===== src/link_pkg.sv =====
// Shared constants and carrier types for the host serial command link
package link_pkg;
  // Message layout
  localparam logic [7:0] GRP_SYSTEM = 8'h01;
  localparam logic [7:0] OP_SET_TIME = 8'h42;
  localparam logic [7:0] OP_GET_TIME = 8'h43;
  localparam logic [7:0] ACK_LEN = 8'h02;
  localparam logic [7:0] ACK_OK = 8'h01;
  localparam logic [7:0] RSP_ERROR = 8'h02;
  localparam logic [7:0] SET_TIME_LEN = 8'h0b;
  localparam logic [7:0] GET_TIME_LEN = 8'h03;
  localparam logic [7:0] TIME_RSP_LEN = 8'h0a;
  localparam logic [7:0] ERR_BAD_CMD = 8'h01;
  localparam int MAX_MSG = 16;
  // Timing
  localparam int CLK_HZ = 100_000_000;
  localparam int INIT_NS = 1000;
  localparam int INIT_CYC = INIT_NS / (1_000_000_000 / CLK_HZ);
  localparam int PULSE_NS = 100;
  localparam int PULSE_CYC = PULSE_NS / (1_000_000_000 / CLK_HZ);
  localparam int FLASH_CYC_DEF = 25_000_000;
  // Byte stream beat
  typedef struct packed {
    logic valid;
    logic [7:0] data;
  } byte_beat_t;
  // Clock and calendar fields in message order
  typedef struct packed {
    logic [7:0] sec;
    logic [7:0] min;
    logic [7:0] hour;
    logic [7:0] date;
    logic [7:0] wday;
    logic [7:0] month;
    logic [15:0] year;
  } time_t;
endpackage


===== src/rsp_queue.sv =====
// Response byte queue kept in arrival order
`timescale 1ns/1ps
`default_nettype none
module rsp_queue #(
  parameter int DEPTH = 64
) (
  // Clock and reset
  input wire logic clk,
  input wire logic nrst,
  // Fill side
  input wire logic wr_en,
  input wire logic [7:0] wr_data,
  output logic full,
  // Drain side
  input wire logic rd_en,
  output logic [7:0] rd_data,
  output logic empty
);
  localparam int AW = $clog2(DEPTH);
  logic [7:0] mem [DEPTH];
  logic [AW:0] wp_q;
  logic [AW:0] rp_q;

  assign empty = (wp_q == rp_q);
  assign full = (wp_q[AW] != rp_q[AW]) && (wp_q[AW-1:0] == rp_q[AW-1:0]);
  assign rd_data = mem[rp_q[AW-1:0]];

  // Storage has no reset; pointers alone decide what is held
  always_ff @(posedge clk)
  begin
    if (wr_en && !full)
      mem[wp_q[AW-1:0]] <= wr_data;
  end

  // Pointers clear on reset so queued responses are dropped
  always_ff @(posedge clk or negedge nrst)
  begin
    if (!nrst)
    begin
      wp_q <= '0;
      rp_q <= '0;
    end
    else
    begin
      if (wr_en && !full)
        wp_q <= wp_q + (AW+1)'(1);
      if (rd_en && !empty)
        rp_q <= rp_q + (AW+1)'(1);
    end
  end
endmodule // rsp_queue
`default_nettype wire


===== src/host_serial_command_link.sv =====
// Command interpreter and handshake logic for the host serial link
`timescale 1ns/1ps
`default_nettype none
// Overview of operation
// Every received command produces exactly one response.
// Unsolicited responses may be queued at any time; the code holds them off while a reply is copied in or the queue is full.
// Next command accepted only after current one's response is generated.
// Host waits for response before sending another command.
// Host holds ready line high idle, low when ready to receive.
// Queued bytes are sent only while host ready line is low.
// Pending output high while any response waits for the host.
// After initialization the pending output pulses high once.
// First byte of every message is its total length.
// Successful set-time replies 02 01.
// Time query returns ten bytes: length, 43, time fields.
// Red error indicator set on receive error, cleared by valid bytes.
// Button held at power-up enters programming wait, both LEDs flash.
// After programming, stay connected or reset into run mode.
// Host resets device and waits for readiness before commanding.
// Failed command answered with second byte 02.
// Short command leaves reception waiting indefinitely.
// Reset drops partial command, queued responses, length counter.
// Multiple responses queue in order; pending stays high until empty.
module host_serial_command_link
  import link_pkg::*;
#(
  parameter int QDEPTH = 64,
  parameter int FLASH_CYC = FLASH_CYC_DEF
) (
  // Clock and reset
  input wire logic CLK,
  input wire logic NRST,
  // Received bytes from the serial receiver
  input wire link_pkg::byte_beat_t RX_BYTE,
  input wire logic RX_ERROR,
  // Transmit bytes to the serial transmitter
  output link_pkg::byte_beat_t TX_BYTE,
  input wire logic TX_READY,
  // Handshake lines
  input wire logic HOST_FLOW_CONTROL_INPUT_N,
  output logic RESPONSE_PENDING_OUTPUT,
  // Unsolicited response bytes from the radio side
  input wire link_pkg::byte_beat_t UNSOL_BYTE,
  output logic UNSOL_READY,
  // Board controls
  input wire logic BUTTON,
  input wire logic PROG_DONE,
  input wire logic PROG_STAY,
  output logic PROG_MODE,
  output logic LED_RED,
  output logic LED_GREEN,
  // Calendar
  input wire link_pkg::time_t TIME_NOW,
  output link_pkg::time_t TIME_SET,
  output logic TIME_SET_STB
);
  typedef enum {S_INIT, S_PULSE, S_PROG, S_IDLE, S_RECV, S_EXEC, S_REPLY} state_t;
  state_t state_q;
  logic [7:0] buf_q [MAX_MSG];
  logic [7:0] want_q;
  logic [7:0] got_q;
  logic [31:0] cnt_q;
  logic [7:0] rsp_q [10];
  logic [3:0] rlen_q;
  logic [3:0] ridx_q;
  logic q_full;
  logic q_empty;
  logic q_wr;
  logic [7:0] q_wdata;
  logic [7:0] q_rdata;
  logic q_rd;
  logic err_q;
  logic flash_q;
  logic take;
  logic rx_ok;
  logic [31:0] fcnt_q;

  // Builds a reply byte list entry from the time fields
  function automatic logic [7:0] time_byte(input time_t t, input int i);
    logic [7:0] v;
    v = 8'h00;
    case (i)
      2: v = t.sec;
      3: v = t.min;
      4: v = t.hour;
      5: v = t.date;
      6: v = t.wday;
      7: v = t.month;
      8: v = t.year[7:0];
      9: v = t.year[15:8];
      default: v = 8'h00;
    endcase
    return v;
  endfunction

  assign rx_ok = RX_BYTE.valid && !RX_ERROR;
  // Reply bytes have priority; unsolicited bytes fill the queue otherwise
  assign q_wr = (state_q == S_REPLY) ? !q_full : (UNSOL_BYTE.valid && !q_full);
  assign q_wdata = (state_q == S_REPLY) ? rsp_q[ridx_q] : UNSOL_BYTE.data;
  // Unsolicited bytes must arrive as whole messages to keep order intact;
  // the producer is held off while a reply is being copied in
  assign UNSOL_READY = (state_q != S_REPLY) && !q_full;
  // Reply copy advances only on a cycle in which the queue takes the byte
  assign take = (state_q == S_REPLY) && !q_full;

  rsp_queue #(
    .DEPTH(QDEPTH)
  ) u_q (
    .clk(CLK),
    .nrst(NRST),
    .wr_en(q_wr),
    .wr_data(q_wdata),
    .full(q_full),
    .rd_en(q_rd),
    .rd_data(q_rdata),
    .empty(q_empty)
  );

  // Drain only while the host signals it is waiting in its receive
  assign q_rd = !q_empty && !HOST_FLOW_CONTROL_INPUT_N && TX_READY;

  // Transmit beat registered so the data output comes from a flop
  // Data follows the read pointer even when idle; only valid marks a byte
  always_ff @(posedge CLK or negedge NRST)
  begin
    if (!NRST)
      TX_BYTE <= '0;
    else
    begin
      TX_BYTE.valid <= q_rd;
      TX_BYTE.data <= q_rdata;
    end
  end

  // Pending output: readiness pulse, then queue occupancy
  // It falls one cycle after the last byte leaves, so the host sees it drop
  always_ff @(posedge CLK or negedge NRST)
  begin
    if (!NRST)
      RESPONSE_PENDING_OUTPUT <= 1'b0;
    else if (state_q == S_PULSE)
      RESPONSE_PENDING_OUTPUT <= 1'b1;
    else if (state_q == S_INIT || state_q == S_PROG)
      RESPONSE_PENDING_OUTPUT <= 1'b0;
    else
      RESPONSE_PENDING_OUTPUT <= !q_empty || (state_q == S_REPLY);
  end

  // Main sequencer
  // One command at a time: bytes that arrive in EXEC or REPLY are dropped
  always_ff @(posedge CLK or negedge NRST)
  begin
    if (!NRST)
    begin
      state_q <= S_INIT;
      want_q <= 8'h00;
      got_q <= 8'h00;
      cnt_q <= '0;
      rlen_q <= 4'h0;
      ridx_q <= 4'h0;
      TIME_SET_STB <= 1'b0;
      TIME_SET <= '0;
      PROG_MODE <= 1'b0;
    end
    else
    begin
      TIME_SET_STB <= 1'b0;
      case (state_q)
        S_INIT:
        begin
          cnt_q <= cnt_q + 32'h1;
          if (cnt_q == 32'(INIT_CYC - 1))
          begin
            cnt_q <= '0;
            // Button sampled once initialization has settled
            if (BUTTON)
            begin
              state_q <= S_PROG;
              PROG_MODE <= 1'b1;
            end
            else
              state_q <= S_PULSE;
          end
        end
        S_PULSE:
        begin
          cnt_q <= cnt_q + 32'h1;
          if (cnt_q == 32'(PULSE_CYC - 1))
          begin
            cnt_q <= '0;
            state_q <= S_IDLE;
          end
        end
        S_PROG:
        begin
          // Stay option keeps the link; otherwise restart into run mode
          // The button is not looked at again until the next pass through init
          if (PROG_DONE && !PROG_STAY)
          begin
            PROG_MODE <= 1'b0;
            state_q <= S_INIT;
          end
        end
        S_IDLE:
        begin
          if (rx_ok)
          begin
            // A length of zero or one cannot hold a command: straight to the error reply
            want_q <= RX_BYTE.data;
            buf_q[0] <= RX_BYTE.data;
            got_q <= 8'h01;
            state_q <= (RX_BYTE.data <= 8'h01) ? S_EXEC : S_RECV;
          end
        end
        S_RECV:
        begin
          // No timeout: a short command waits here for ever
          if (rx_ok)
          begin
            if (got_q < 8'(MAX_MSG))
              buf_q[got_q[3:0]] <= RX_BYTE.data;
            got_q <= got_q + 8'h01;
            if (got_q + 8'h01 == want_q)
              state_q <= S_EXEC;
          end
        end
        S_EXEC:
        begin
          ridx_q <= 4'h0;
          if (want_q == SET_TIME_LEN && buf_q[1] == GRP_SYSTEM && buf_q[2] == OP_SET_TIME)
          begin
            TIME_SET <= {buf_q[3], buf_q[4], buf_q[5], buf_q[6], buf_q[7], buf_q[8],
                         buf_q[10], buf_q[9]};
            TIME_SET_STB <= 1'b1;
            rsp_q[0] <= ACK_LEN;
            rsp_q[1] <= ACK_OK;
            rlen_q <= 4'h2;
          end
          else if (want_q == GET_TIME_LEN && buf_q[1] == GRP_SYSTEM && buf_q[2] == OP_GET_TIME)
          begin
            rsp_q[0] <= TIME_RSP_LEN;
            rsp_q[1] <= OP_GET_TIME;
            for (int i = 2; i < 10; i++)
              rsp_q[i] <= time_byte(TIME_NOW, i);
            rlen_q <= 4'ha;
          end
          else
          begin
            // Short, unknown or malformed commands all get the error report
            rsp_q[0] <= 8'h03;
            rsp_q[1] <= RSP_ERROR;
            rsp_q[2] <= ERR_BAD_CMD;
            rlen_q <= 4'h3;
          end
          state_q <= S_REPLY;
        end
        S_REPLY:
        begin
          if (take)
          begin
            ridx_q <= ridx_q + 4'h1;
            if (ridx_q + 4'h1 == rlen_q)
              state_q <= S_IDLE;
          end
        end
        default: state_q <= S_INIT;
      endcase
    end
  end

  // Error indicator: set by a bad byte, dropped by the next good one
  always_ff @(posedge CLK or negedge NRST)
  begin
    if (!NRST)
      err_q <= 1'b0;
    else if (RX_ERROR)
      err_q <= 1'b1;
    else if (RX_BYTE.valid)
      err_q <= 1'b0;
  end

  // Flash timer used while waiting for the programming link; it runs freely
  // because only the programming wait looks at it, and both lamps share it
  always_ff @(posedge CLK or negedge NRST)
  begin
    if (!NRST)
    begin
      fcnt_q <= '0;
      flash_q <= 1'b0;
    end
    else if (fcnt_q == 32'(FLASH_CYC - 1))
    begin
      fcnt_q <= '0;
      flash_q <= !flash_q;
    end
    else
      fcnt_q <= fcnt_q + 32'h1;
  end

  // Both indicators flash together in programming wait
  assign LED_RED = (state_q == S_PROG) ? flash_q : err_q;
  assign LED_GREEN = (state_q == S_PROG) && flash_q;
endmodule // host_serial_command_link
`default_nettype wire


===== config.mk =====
export PLATFORM = sky130hd
export DESIGN_NAME = host_serial_command_link
export DESIGN_NICKNAME = d
export VERILOG_FILES = /design/src/link_pkg.sv /design/src/rsp_queue.sv /design/src/host_serial_command_link.sv
export SDC_FILE = /design/constraint.sdc
export NUM_CORES = 1
export LEC_CHECK = 0
export ABC_CLOCK_PERIOD_IN_PS = 7850
export BUFFER_PORTS_ARGS = -buffer_cell sky130_fd_sc_hd__buf_4
export CORE_AREA = 4 4 311 191
export CTS_BUF_LIST = sky130_fd_sc_hd__clkbuf_4
export CTS_CLUSTER_DIAMETER = 200
export CTS_CLUSTER_SIZE = 20
export DETAILED_ROUTE_END_ITERATION = 10
export DIE_AREA = 0 0 315 195
export GPL_TIMING_DRIVEN = 0
export PLACE_DENSITY = 0.77
export SLEW_MARGIN = 20
export SYNTH_ARGS = -nofsm -noshare
export SYNTH_HDL_FRONTEND = slang
export SYNTH_HIERARCHICAL = 1
export SYNTH_SLANG_ARGS = --single-unit

===== constraint.sdc =====
create_clock -name CLK -period 7.85 [get_ports CLK]
set_input_delay 0.785 -clock CLK [delete_from_list [all_inputs] [get_ports CLK]]
set_output_delay 0.785 -clock CLK [all_outputs]
set_load 0.02 [all_outputs]

# Word-level counts from Yosys, hierarchy flattened
# Memories as Yosys holds them, arrays and structs flattened. A register that Yosys moved wholly into a read port is not among the register bits.
# Cells that the tools add are included.
# word_totals
ff_bits	140
mem_bits_rw	720
inputBits	90
output_inout_bits	79
word_cells	199
n_memories	3
# classes
add_sub_neg	6
magnitude_cmp	2
eq_ne	32
mux	85
bitwise	5
reduce_logical	51
# mem_list
memory	depth	word_bits	rd	rd_ports_with_merged_regs	wr	line	source
u_q.mem	64	8	1	1	1	rsp_queue.sv:20	logic [7:0] mem [DEPTH];
buf_q	16	8	10	8	1	host_serial_command_link.sv:59	logic [7:0] buf_q [MAX_MSG];
rsp_q	10	8	1	0	10	host_serial_command_link.sv:63	logic [7:0] rsp_q [10];
# op_table
op	n
two-way mux 32 bit	11
two-way mux 8 bit	33
case mux 32 bit (7 select lines)	1
== test 32 x 3 -> 1 bit (second input constant)	4
== test 32 x 2 -> 1 bit (second input constant)	3
adder 32 x 1 -> 32 bit (second input constant)	2
== test 32 x 4 -> 1 bit (second input constant)	2
logical NOT 32 bit	2
case mux 32 bit (2 select lines)	1
== test 32 x 1 -> 1 bit (second input constant)	1
== test 32 x 25 -> 1 bit (second input constant)	1
== test 32 x 7 -> 1 bit (second input constant)	1
!= test 32 x 4 -> 1 bit (second input constant)	1
two-way mux 1 bit	31
logical AND 1 bit	20
!= test 2 bit (second input constant)	9
== test 8 x 7 -> 1 bit (second input constant)	2
two-way mux 4 bit	4
case mux 8 bit (2 select lines)	1
logical NOT 1 bit	15
adder 7 x 1 -> 7 bit (second input constant)	2
nonzero test 2 bit	5
adder 8 x 1 -> 8 bit (second input constant)	1
== test 8 x 1 -> 1 bit (second input constant)	1
other kinds (20)	27

# Logic depth before layout (Yosys ltp)
# Gate-level depths: netlist of run 1.
# An unclocked memory read counts as a cell.
# depth
word_depth	11
depth_mapped	11
mapped_depth_nobuf	10

# By module
# Netlist of run 1, hierarchy kept.
# by_module_without_submodules
module	n_inst	cells_each	area_per_inst_um2
rsp_queue	1	1035	20837.5
host_serial_command_link	1	909	12779.8

# Worst setup path after synthesis of run 1
# OpenSTA, ideal clock, no wires.
# synth_timing
path_type	register to register
start	memory buf_q[1][1]
end	memory rsp_q[3][0], enable pin
setup_time_ns	0.609
arrival_ns	6.542
path_slack_ns	0.699
stages_incl_launch_ff	5
n_path_buf	0
synth_period_minus_slack_ns	7.151
path_cell_list	edfxtp_1 -> nor4b_1 -> nand2_1 -> or3_1 -> nor4_1
# synth_rtl
element	line
start: declaration	host_serial_command_link.sv:59
end: declaration	host_serial_command_link.sv:63

# Final worst setup path of run 1
# layout_timing
start	register u_q.rp_q[1]
end	memory u_q.mem[53][5], enable pin
# layout_between
elab_chain_len	8
# layout_lines
element	line	source
start: declaration	rsp_queue.sv:22	logic [AW:0] rp_q;
start signal: assignment	rsp_queue.sv:48	rp_q <= rp_q + (AW+1)'(1);
== test 6 bit *	rsp_queue.sv:25	assign full = (wp_q[AW] != rp_q[AW]) && (wp_q[AW-1:0] == rp_q[AW-1:0]);
logical AND 1 bit *	rsp_queue.sv:25	
net q_full	host_serial_command_link.sv:66	logic q_full;
logical NOT 1 bit *	host_serial_command_link.sv:98	assign q_wr = (state_q == S_REPLY) ? !q_full : (UNSOL_BYTE.valid && !q_full);
logical AND 1 bit	host_serial_command_link.sv:98	
two-way mux 1 bit *	host_serial_command_link.sv:98	
net q_wr	host_serial_command_link.sv:68	logic q_wr;
logical AND 1 bit *	rsp_queue.sv:31	if (wr_en && !full)
two-way mux 1 bit *	rsp_queue.sv:31	
two-way mux 1 bit (implied by the code) *	rsp_queue.sv:32	mem[wp_q[AW-1:0]] <= wr_data;
end: declaration	rsp_queue.sv:20	
# Mark *: on every way through the listed nets, which the timed path passes. The rest lies on a longest branch.

==> results of run 1 <==
-- where the power goes --
group,internal (W),switching (W)
clock network,0.000531,0.00126
registers,0.00512,0.000133
logic,0.00138,0.00210
total,0.00704,0.00350
-- sequential cells by signal (all words and copies together), names as in the netlist --
name,cells
fcnt_q,32
TIME_SET_STB,1
rlen_q,3
buf_q,80
cnt_q,32
TIME_SET,64
state_q,3
u_q/mem,512
ridx_q,4
u_q/wp_q,7
RESPONSE_PENDING_OUTPUT,1
got_q,8
u_q/rp_q,7
TX_BYTE,9
want_q,8
err_q,1
rsp_q,68
PROG_MODE,1
flash_q,1
-- worst min-delay path by stage --
stage	slack [ns]	endpoint	cells past startpoint
5_1_grt	0.008	rsp_q[7][6]$_DFFE_PP_	1
3_5_place_dp	0.44	rsp_q[1][0]$_SDFFE_PP0P_	2
4_1_cts	0.003	rsp_q[2][0]$_SDFFE_PP1P_	2
6_report	0.08	rsp_q[2][0]$_SDFFE_PP1P_	2
3_3_place_gp	0.43	rsp_q[0][0]$_SDFFE_PP1P_	1
2_1_floorplan	0.42	rsp_q[0][0]$_SDFFE_PP1P_	1
-- final cells by class --
| type | instances | area, sq um |
|---|---|---|
| antenna | 3 | 7.51 |
| buffer | 96 | 571 |
| clock buffer | 87 | 653 |
| clock inverter | 2 | 50.0 |
| fill | 3799 | 19300 |
| inverter | 16 | 60.1 |
| multi-input combinational | 990 | 8800 |
| sequential | 842 | 24300 |
| tap | 770 | 963 |
| timing repair buffer | 239 | 2100 |
-- routing by layer --
layer / wire [um] / up-vias / part of all wire [%] / global-route usage [%]
met5: 0 / - / 0 / 0
met4: 1380 / 0 / 1.7 / 4.86
met3: 9790 / 105 / 12 / 7.96
met2: 34400 / 1029 / 43 / 36.8
met1: 33700 / 9844 / 43 / 41.3
li1: - / 8147 / - / -
-- critical path: stages (launching register included) --
cell and delay, ns:
dfrtp_1 0.45, buf_6 0.15, xor2_1 0.19, and4bb_2 0.29, nand2_1 0.10, nor2_1 0.19, nor2_1 0.40, nand2_1 0.16
a31oi_2 0.29, nand3b_1 0.67, nor2_1 0.98
-- logic make-up after synthesis --
logic type,Yosys count
DFF,842
adders and majority gates,7
and+or+nand+nor,446
AOI/OAI and AO/OA,163
buffers and inverters,112
xor gates and xnor gates,92
muxes,282
-- stage by stage --
stage / instances / area [sq um] / hold slack [ns] / util [%] / power (W)
after global placement: 2882 / 35800 / 0.432 / 63.2 / 0.00860
after detailed placement: 2900 / 36200 / 0.443 / 63.8 / 0.00872
final: 3045 / 37500 / 0.0753 / 66.0 / 0.0105
after CTS: 3042 / 37400 / 0.00348 / 66.0 / 0.0105
after floorplan: 1944 / 33600 / 0.422 / - / 0.00754
after global routing: 3045 / 37500 / 0.00832 / 66.0 / 0.0109
-- timing repair --
item                                    4_1_cts  5_1_grt
hold endpoints to repair                    137        0
hold buffers                                 53        0
endpoints found under the setup margin        0        0
-- cell usage in the layout, fill, tap and decap left out, types with 52 or more instances in the layout --
| cell type | n |
|---|---|
| buf_4 | 184 |
| clkbuf_4 | 87 |
| dfrtp_1 | 182 |
| dlygate4sd3_1 | 53 |
| edfxtp_1 | 648 |
| mux2_2 | 108 |
| mux2i_1 | 57 |
| mux4_2 | 111 |
| nand2_1 | 90 |
| nor2_1 | 147 |
| xnor2_1 | 52 |
==> results.md, run 1 <==
- DRC viols: 0
- Total track usage: 26.2%
- Total number of vias: 19100
- Port buffer count: 168
- Sinks on Clock Net: 842
- Worst path arrival time: 4.78 ns
- Setup TNS: 0 ns
- Hold_sp: TIME_NOW[56]
- Slew at the pin with the worst max-slew slack: 1.09 ns
- Post-CTS sizing: 0
- Critical Path Sink: u_q/mem[53][5]$_DFFE_PP_
- Type of origin of the critical path: flip-flop
- Max-cap violation count: 0
- Reg clk slew, reported paths: 0.21 ns
- Clock latency on the worst-skew pair: 0.91 ns
- Post-route ant nets: 0
- Leading area contributor after synthesis: edfxtp_1
- XOR/XNOR Fraction of Synth Area: 2.42%
- CTS Root Cell: clkbuf_4
- Commonest cells post-synth: edfxtp_1 (648), dfrtp_1 (182), nor2_1 (147), mux4_2 (111), mux2_2 (108)
- Element type at the critical path end: flip-flop
- Critical path origin: u_q/rp_q[1]$_DFFE_PN0P_
- Postcts setup bufs: 0
- Most frequent cell after synthesis: edfxtp_1
- Final period utilization: 54.1%
- Yosys top cell area share: 57.9%
- Yosys Warn Count: 6
- Core area: 0.0567 sq mm
- Post-DR wirelength/cell: 26.1 um
- Layout cells sized above 1: 26.3%
- TritonCTS Buffers: 48
- Total Wirelength: 79.4 mm
- Fin. Hold Viols: 0
- # rows: 68
- Async SR Flop Fraction: 21.6%
- Max Freq: 0.236 GHz
- Flop and latch count out of synthesis: 842
- First-pass GRT wire length: 120 mm
- Post-synth EDFFs: 648
- Ys flop type: edfxtp_1
- Compound-gate portion of the synthesized area: 3.49%
- Initial Util: 59.2%
- Dpl hpwl: 55.0 mm
- VDD IR-drop max: 0.000184 V
- Post-synthesis adder-cell area fraction: 0.261%
- Top cells by area, synth: edfxtp_1 (58%), dfrtp_1 (14%), mux4_2 (7.4%)
- R2r startpoint: u_q/rp_q[1]$_DFFE_PN0P_
- CTS tree: built
- Avg Cell Area, Syn: 17.3 sq um
- Placer Congestion: 0.949
- R2R cell count: 10
- Main combinational cell family by area after synthesis: multiplexers
- Fin. max-slew vios: 0
- Chip Width: 315 um
- Post-Syn Instances: 1944
- RSZ-0062 raised after global routing: no
- Setup slack after layout: 3.61 ns
- Minimum clock period: 4.24 ns
- Mux contribution to synthesized area: 13.1%
- Hold Crit Class: input port to flip-flop
- Total grt overflow: 0
- # IOs: 169
- Post-synthesis simple-gate area fraction: 6.69%
- DIE AREA: 0.0614 sq mm
- WS Path Type: flip-flop to flip-flop
- Netlist Area Pre-Place: 0.0336 sq mm
- Relative slew slack: 27.4%
- Outcome: finished clean
- Worst r2r dst: u_q/mem[53][5]$_DFFE_PP_
- H-tree Lvls: 2
- Area grow syn2layout: 11.4%
- Drt pass-1 iters: 5
- Nets@finish: 2330
- Sequential-to-total area share from yosys stat: 72.1%
- Initial antenna violation count: 6
- Pleak: 13.4 nW
- Endpoints failing setup: 0
- Longest Clk Path Bufs: 3
- Synthesized net count: 2041
- PD cells: 281 mW/mm^2
- Dpl ws: 3.85 ns
- Drt via density: 6.28
- Pin count of the biggest net entering global routing: 98
- CP max FO: 8
- R2R Setup Slk: 3.61 ns
- Clk_skew: 0.0577 ns
- Drt first-iter violations: 2231
- Die Height: 195 um
- Crit path required time: 8.38 ns
- Vias in the first global route: 18900
- Library cells used by synthesis: 78
(Power assumes the default switching activity.)
==> run 2: changes to the inputs <==
Settings changed: ABC_CLOCK_PERIOD_IN_PS 7850 to 3500, CORE_AREA 4 4 311 191 to 4 4 319 196, DIE_AREA 0 0 315 195 to 0 0 323 200, PLACE_DENSITY 0.77 to 0.76.
Clock period 7.85 ns to 3.5 ns, I/O delays scaled along.
==> run 2 against run 1 <==
Largest power group unchanged. Wire length is 3.1% higher. Setup slack worse by 3.6 ns. Highest routed layer is now met5. Via count is 0.92% higher. Cell area is 2.2% higher.
==> results.md, run 2 (synthesis gave the netlist of run 1 again) <==
- Worst path arrival time: 4.00 ns
- First-pass GRT wire length: 122 mm
- Total number of vias: 19300
- Element type at the critical path end: flip-flop
- Hold Crit Class: input port to flip-flop
- Nets@finish: 2372
- DRC viols: 0
- Max Freq: 0.290 GHz
- Post-DR wirelength/cell: 26.3 um
- Longest Clk Path Bufs: 3
- Final period utilization: 98.5%
- Port buffer count: 168
- Drt first-iter violations: 2491
- Clock latency on the worst-skew pair: 0.91 ns
- Fin. Hold Viols: 0
- PD cells: 622 mW/mm^2
- Initial antenna violation count: 1
- Layout fillers: 4169
- Worst path top cell family by delay: simple AND/OR/NAND/NOR gates
- WS Path Type: flip-flop to flip-flop
- RSZ-0062 raised after global routing: yes
- Area grow syn2layout: 13.9%
- Worst Path Buf+Inv: 2
- TritonCTS Buffers: 48
- Most common cell after layout, fill and taps aside: edfxtp_1
- CP max stage cell: nor2_2
- Dpl hpwl: 55.5 mm
- Relative slew slack: 23.7%
- Total grt overflow: 0
- VDD IR-drop max: 0.000395 V
- Post-route ant nets: 0
- H-tree Lvls: 2
- Minimum clock period: 3.45 ns
- Reg clk slew, reported paths: 0.21 ns
- Sinks on Clock Net: 842
- Die Height: 200 um
- Initial Util: 56.1%
- Total power: 0.0238 W
- Vias in the first global route: 19300
- Total track usage: 25.7%
- Register area: 0.0243 sq mm
- Most frequent cells in the layout: edfxtp_1 (648), buf_4 (191), dfrtp_1 (182)
- Clk_skew: 0.0692 ns
- Max incr delay on CP: 0.55 ns
- Largest register FFs: 512
- Type of origin of the critical path: flip-flop
- # IOs: 169
- Area of the multi-input gates: 0.00919 sq mm
- CP max FO: 10
- Fin. max-slew vios: 0
- Final std cells w/o fill: 3107
- Core area: 0.0599 sq mm
- Outcome: finished clean
- CP cell instances: buf_2, xnor2_1, and4bb_2, nand2_1, nor2_2, nor2_4, nand2_1, a311o_1, buf_2, nor2_2
- # rows: 70
- Endpoints failing setup: 0
- Chip Width: 323 um
- Max-cap violation count: 0
- DIE AREA: 0.0646 sq mm
- Drt pass-1 iters: 6
- Drt via density: 6.21
- Cell total after placement: 2917
- Setup TNS: 0 ns
- CTS Root Cell: clkbuf_4
- Layout cells sized above 1: 29.2%
- Pleak: 13.6 nW
- CTS tree: built
- Total Wirelength: 81.8 mm
- Pin count of the biggest net entering global routing: 99
- Setup slack after layout: 0.0531 ns
- Slew at the pin with the worst max-slew slack: 1.14 ns
- Placer Congestion: 0.940
- Dpl ws: -0.645 ns
- Crit path required time: 4.05 ns
==> run 2: metrics by stage <==
step	cell area [sq um]	hold WS [ns]	utilization, %
global route	38300	0.0717	63.9
finish	38300	0.108	63.9
detailed placement	36200	0.438	60.5
global placement	35900	0.432	59.9
CTS	38000	0.0250	63.5
floorplan	33600	0.0544	-
==> run 2: layout make-up <==
cell class / count / share of cell area, %
flip-flops and latches: 842 / 63.3
multi-input cells: 991 / 24.0
repair buffers: 280 / 6.66
well taps: 792 / 2.59
clock buffers: 86 / 1.69
plain buffers: 96 / 1.49
inverters: 16 / 0.157
clock inverters: 3 / 0.0719
diodes: 1 / 0.00654
==> run 2: tightest hold or removal path: stages <==
cell and delay, ns:
buf_4 0.08, nand2_1 0.13, o21ai_4 0.26
==> run 2: power breakdown <==
| group | leakage, nW | switching (W) | internal (W) |
|---|---|---|---|
| Clock | 0.414 | 0.00285 | 0.00111 |
| Sequential | 8.37 | 0.000309 | 0.0115 |
| Combinational | 4.84 | 0.00489 | 0.00318 |
| Total | 13.6 | 0.00804 | 0.0158 |
==> run 2: what timing repair did <==
| item | 4_1_cts | 5_1_grt |
|---|---|---|
| resized for setup | 63 | 45 |
| hold buffers | 86 | 0 |
| endpoints found under the setup margin | 517 | 593 |
| hold endpoints to repair | 280 | 0 |
| pin swaps | 2 | 6 |
| buffers inserted | 7 | 6 |
| gates cloned | 0 | 1 |
==> run 2: final timing paths <==
| check | from | end | slack (ns) | cells after the start |
|---|---|---|---|---|
| min in group asynchronous | NRST | want_q[6]$_DFFE_PN0P_ | 0.56 | 3 |
| max in group asynchronous | NRST | TIME_SET[18]$_DFFE_PN0N_ | 1.59 | 4 |
| min | UNSOL_BYTE[3] | u_q/mem[34][3]$_DFFE_PP_ | 0.11 | 3 |
| min reg2reg | buf_q[10][6]$_DFFE_PP_ | TIME_SET[14]$_DFFE_PN0N_ | 0.47 | 1 |
| max | u_q/wp_q[5]$_DFFE_PN0P_ | u_q/mem[31][6]$_DFFE_PP_ | 0.05 | 10 |
| max reg2reg | u_q/wp_q[5]$_DFFE_PN0P_ | u_q/mem[31][6]$_DFFE_PP_ | 0.05 | 10 |
==> run 2: routing by layer <==
layer | wire, um | vias up | track usage [%]
met1 | 35100 | 9958 | 39.9
li1 | - | 8229 | -
met2 | 35600 | 967 | 36.8
met5 | 113 | - | 1.22
met4 | 1630 | 2 | 5.45
met3 | 9330 | 144 | 6.99
==> run 3: changes to the inputs <==
Settings changed: ABC_CLOCK_PERIOD_IN_PS 3500 to 3000.
Clock period 3.5 ns to 3 ns, I/O delays scaled along.
==> run 3 against run 2 <==
The run now ends with negative setup slack left. Via count up 1.4%. Worst hold slack worse by 0.024 ns. Sequential share of layout area down 1.2 points. Clock skew down 0.0094 ns. Largest cell class unchanged. Die area unchanged. Total power up 18%. Global-route usage up 0.32 points. Combinational power up 21%. Critical endpoint is now u_q/mem[41][7]$_DFFE_PP_. Non-clock buffer count up 36. Highest routed layer unchanged. Utilization up 1.2 points. Largest power group unchanged. Sequential power up 17%.
==> results.md, run 3 (synthesis gave the netlist of run 1 again) <==
- Fin. Hold Viols: 0
- TritonCTS Buffers: 48
- Drt first-iter violations: 2361
- Crit path required time: 3.61 ns
- # IOs: 169
- Max-cap violation count: 0
- Met3 Use GR: 9.43%
- Total Wirelength: 82.6 mm
- Layout cells sized above 1: 31.3%
- WS Path Type: flip-flop to flip-flop
- Nets@finish: 2408
- Pleak: 13.9 nW
- CTS Root Cell: clkbuf_4
- Element type at the critical path end: flip-flop
- Total grt overflow: 0
- H-tree Lvls: 2
- RSZ-0062 raised after global routing: yes
- Endpoints failing setup: 9
- Outcome: finished with violations
- Busiest grt layer: met1
- PD cells: 721 mW/mm^2
- Grt met2 use: 36.4%
- Chip Width: 323 um
- Most common cell after layout, fill and taps aside: edfxtp_1
- Placer Congestion: 0.927
- Most frequent cells in the layout: edfxtp_1 (648), buf_4 (211), dfrtp_1 (181)
- Drt pass-1 iters: 7
- Layout fillers: 4051
- Max incr delay on CP: 0.51 ns
- Register area: 0.0243 sq mm
- Clk_skew: 0.0598 ns
- CP max FO: 8
- CP max stage cell: or4b_1
- DIE AREA: 0.0646 sq mm
- Largest register FFs: 512
- Final std cells w/o fill: 3143
- Setup slack after layout: -0.00893 ns
- Max Freq: 0.332 GHz
- Pin count of the biggest net entering global routing: 93
- Final period utilization: 100%
- Placed standard-cell area: 0.0363 sq mm
- Total track usage: 26.0%
- Clock latency on the worst-skew pair: 0.91 ns
- Port buffer count: 168
- CTS tree: built
- Drt via density: 6.23
- Die Height: 200 um
- Dpl ws: -1.08 ns
- Top cell by count, worst path: nor2_4
- Slew at the pin with the worst max-slew slack: 1.02 ns
- Reg clk slew, reported paths: 0.21 ns
- Relative slew slack: 32.1%
- Fin. max-slew vios: 0
- Sinks on Clock Net: 842
- First-pass GRT wire length: 124 mm
- Post-route ant nets: 0
- VDD IR-drop max: 0.000478 V
- Longest Clk Path Bufs: 3
- R2R Setup Slk: -0.009 ns
- Vias in the first global route: 19400
- Core area: 0.0599 sq mm
- Minimum clock period: 3.01 ns
- Cell total after placement: 2919
- CP cell instances: buf_6, xor2_1, and4bb_2, nand2_2, nor2_4, nor2_4, o31ai_4, or4b_1, buf_4, nor2_4, buf_12
- Dpl hpwl: 55.3 mm
- Post-route cell area: 0.0390 sq mm
- Initial Util: 56.1%
- Worst path arrival time: 3.61 ns
- Initial antenna violation count: 3
- Post-DR wirelength/cell: 26.3 um
- DRC viols: 0
- Type of origin of the critical path: flip-flop
- Total number of vias: 19600
- Hold Crit Class: input port to async pin
- Grt met1 use: 39.4%
- Failing checks: negative setup slack
- Area of the multi-input gates: 0.00942 sq mm
- Area grow syn2layout: 16.1%
- Final hold slack: 0.0841 ns
- # rows: 70
- Final core occ: 65.2%
[run 3: path summary, 6_finish.rpt]
kind,start,cells after the start,end
hold / removal,NRST,4,TIME_SET[20]$_DFFE_PN0N_
min in group CLK,TX_READY,4,u_q/rp_q[0]$_DFFE_PN0P_
setup / recovery,u_q/rp_q[1]$_DFFE_PN0P_,11,u_q/mem[41][7]$_DFFE_PP_
hold reg to reg,rsp_q[1][0]$_SDFFE_PP0P_,2,rsp_q[1][0]$_SDFFE_PP0P_
max in group asynchronous,NRST,3,TIME_SET[14]$_DFFE_PN0N_
setup reg to reg,u_q/rp_q[1]$_DFFE_PN0P_,11,u_q/mem[41][7]$_DFFE_PP_
[run 3: power breakdown]
| part | internal [W] | switching [W] | total [W] |
|---|---|---|---|
| combinational | 0.00387 | 0.00589 | 0.00975 |
| sequential | 0.0134 | 0.000380 | 0.0138 |
| clock | 0.00128 | 0.00333 | 0.00461 |
[run 3: per-layer routing]
layer	part of all wire (%)	vias up
met2	43	992
li1	-	8318
met5	0.18	-
met3	12	128
met4	2.0	4
met1	43	10100
[run 3: through the flow]
step,total power (W),setup TNS [ns]
6_report,0.0281,-0.0466
5_1_grt,0.0293,-0.836
4_1_cts,0.0278,0
3_5_place_dp,0.0228,-493.69
3_3_place_gp,0.0224,-1428.78
2_1_floorplan,0.0197,-94.33
[run 3: cell type report]
class	count	share of cell area, %
multi-input cells	991	24.1
repair buffers	317	7.81
well taps	792	2.54
plain buffers	95	1.53
clock buffers	85	1.63
clock inverters	3	0.0705
flip-flops and latches	842	62.1
diodes	2	0.0128
inverters	16	0.154
[run 3: timing repair]
item                                    4_1_cts  5_1_grt
gates resized for setup                     143       26
pin swaps                                    26       14
hold buffers                                 87        2
cloned                                        1        0
buffers inserted                             32       13
endpoints found under the setup margin      970      716
endpoints found under the hold margin       477       36
[run 3: critical path: cells and delay by family (launching register included)]
kind / cells / cell delay [ns]
AOI/OAI and AO/OA: 1 / 0.16
xor gates and xnor gates: 1 / 0.19
buffers and inverters: 3 / 0.55
DFF: 1 / 0.45
and+or+nand+nor: 6 / 1.35
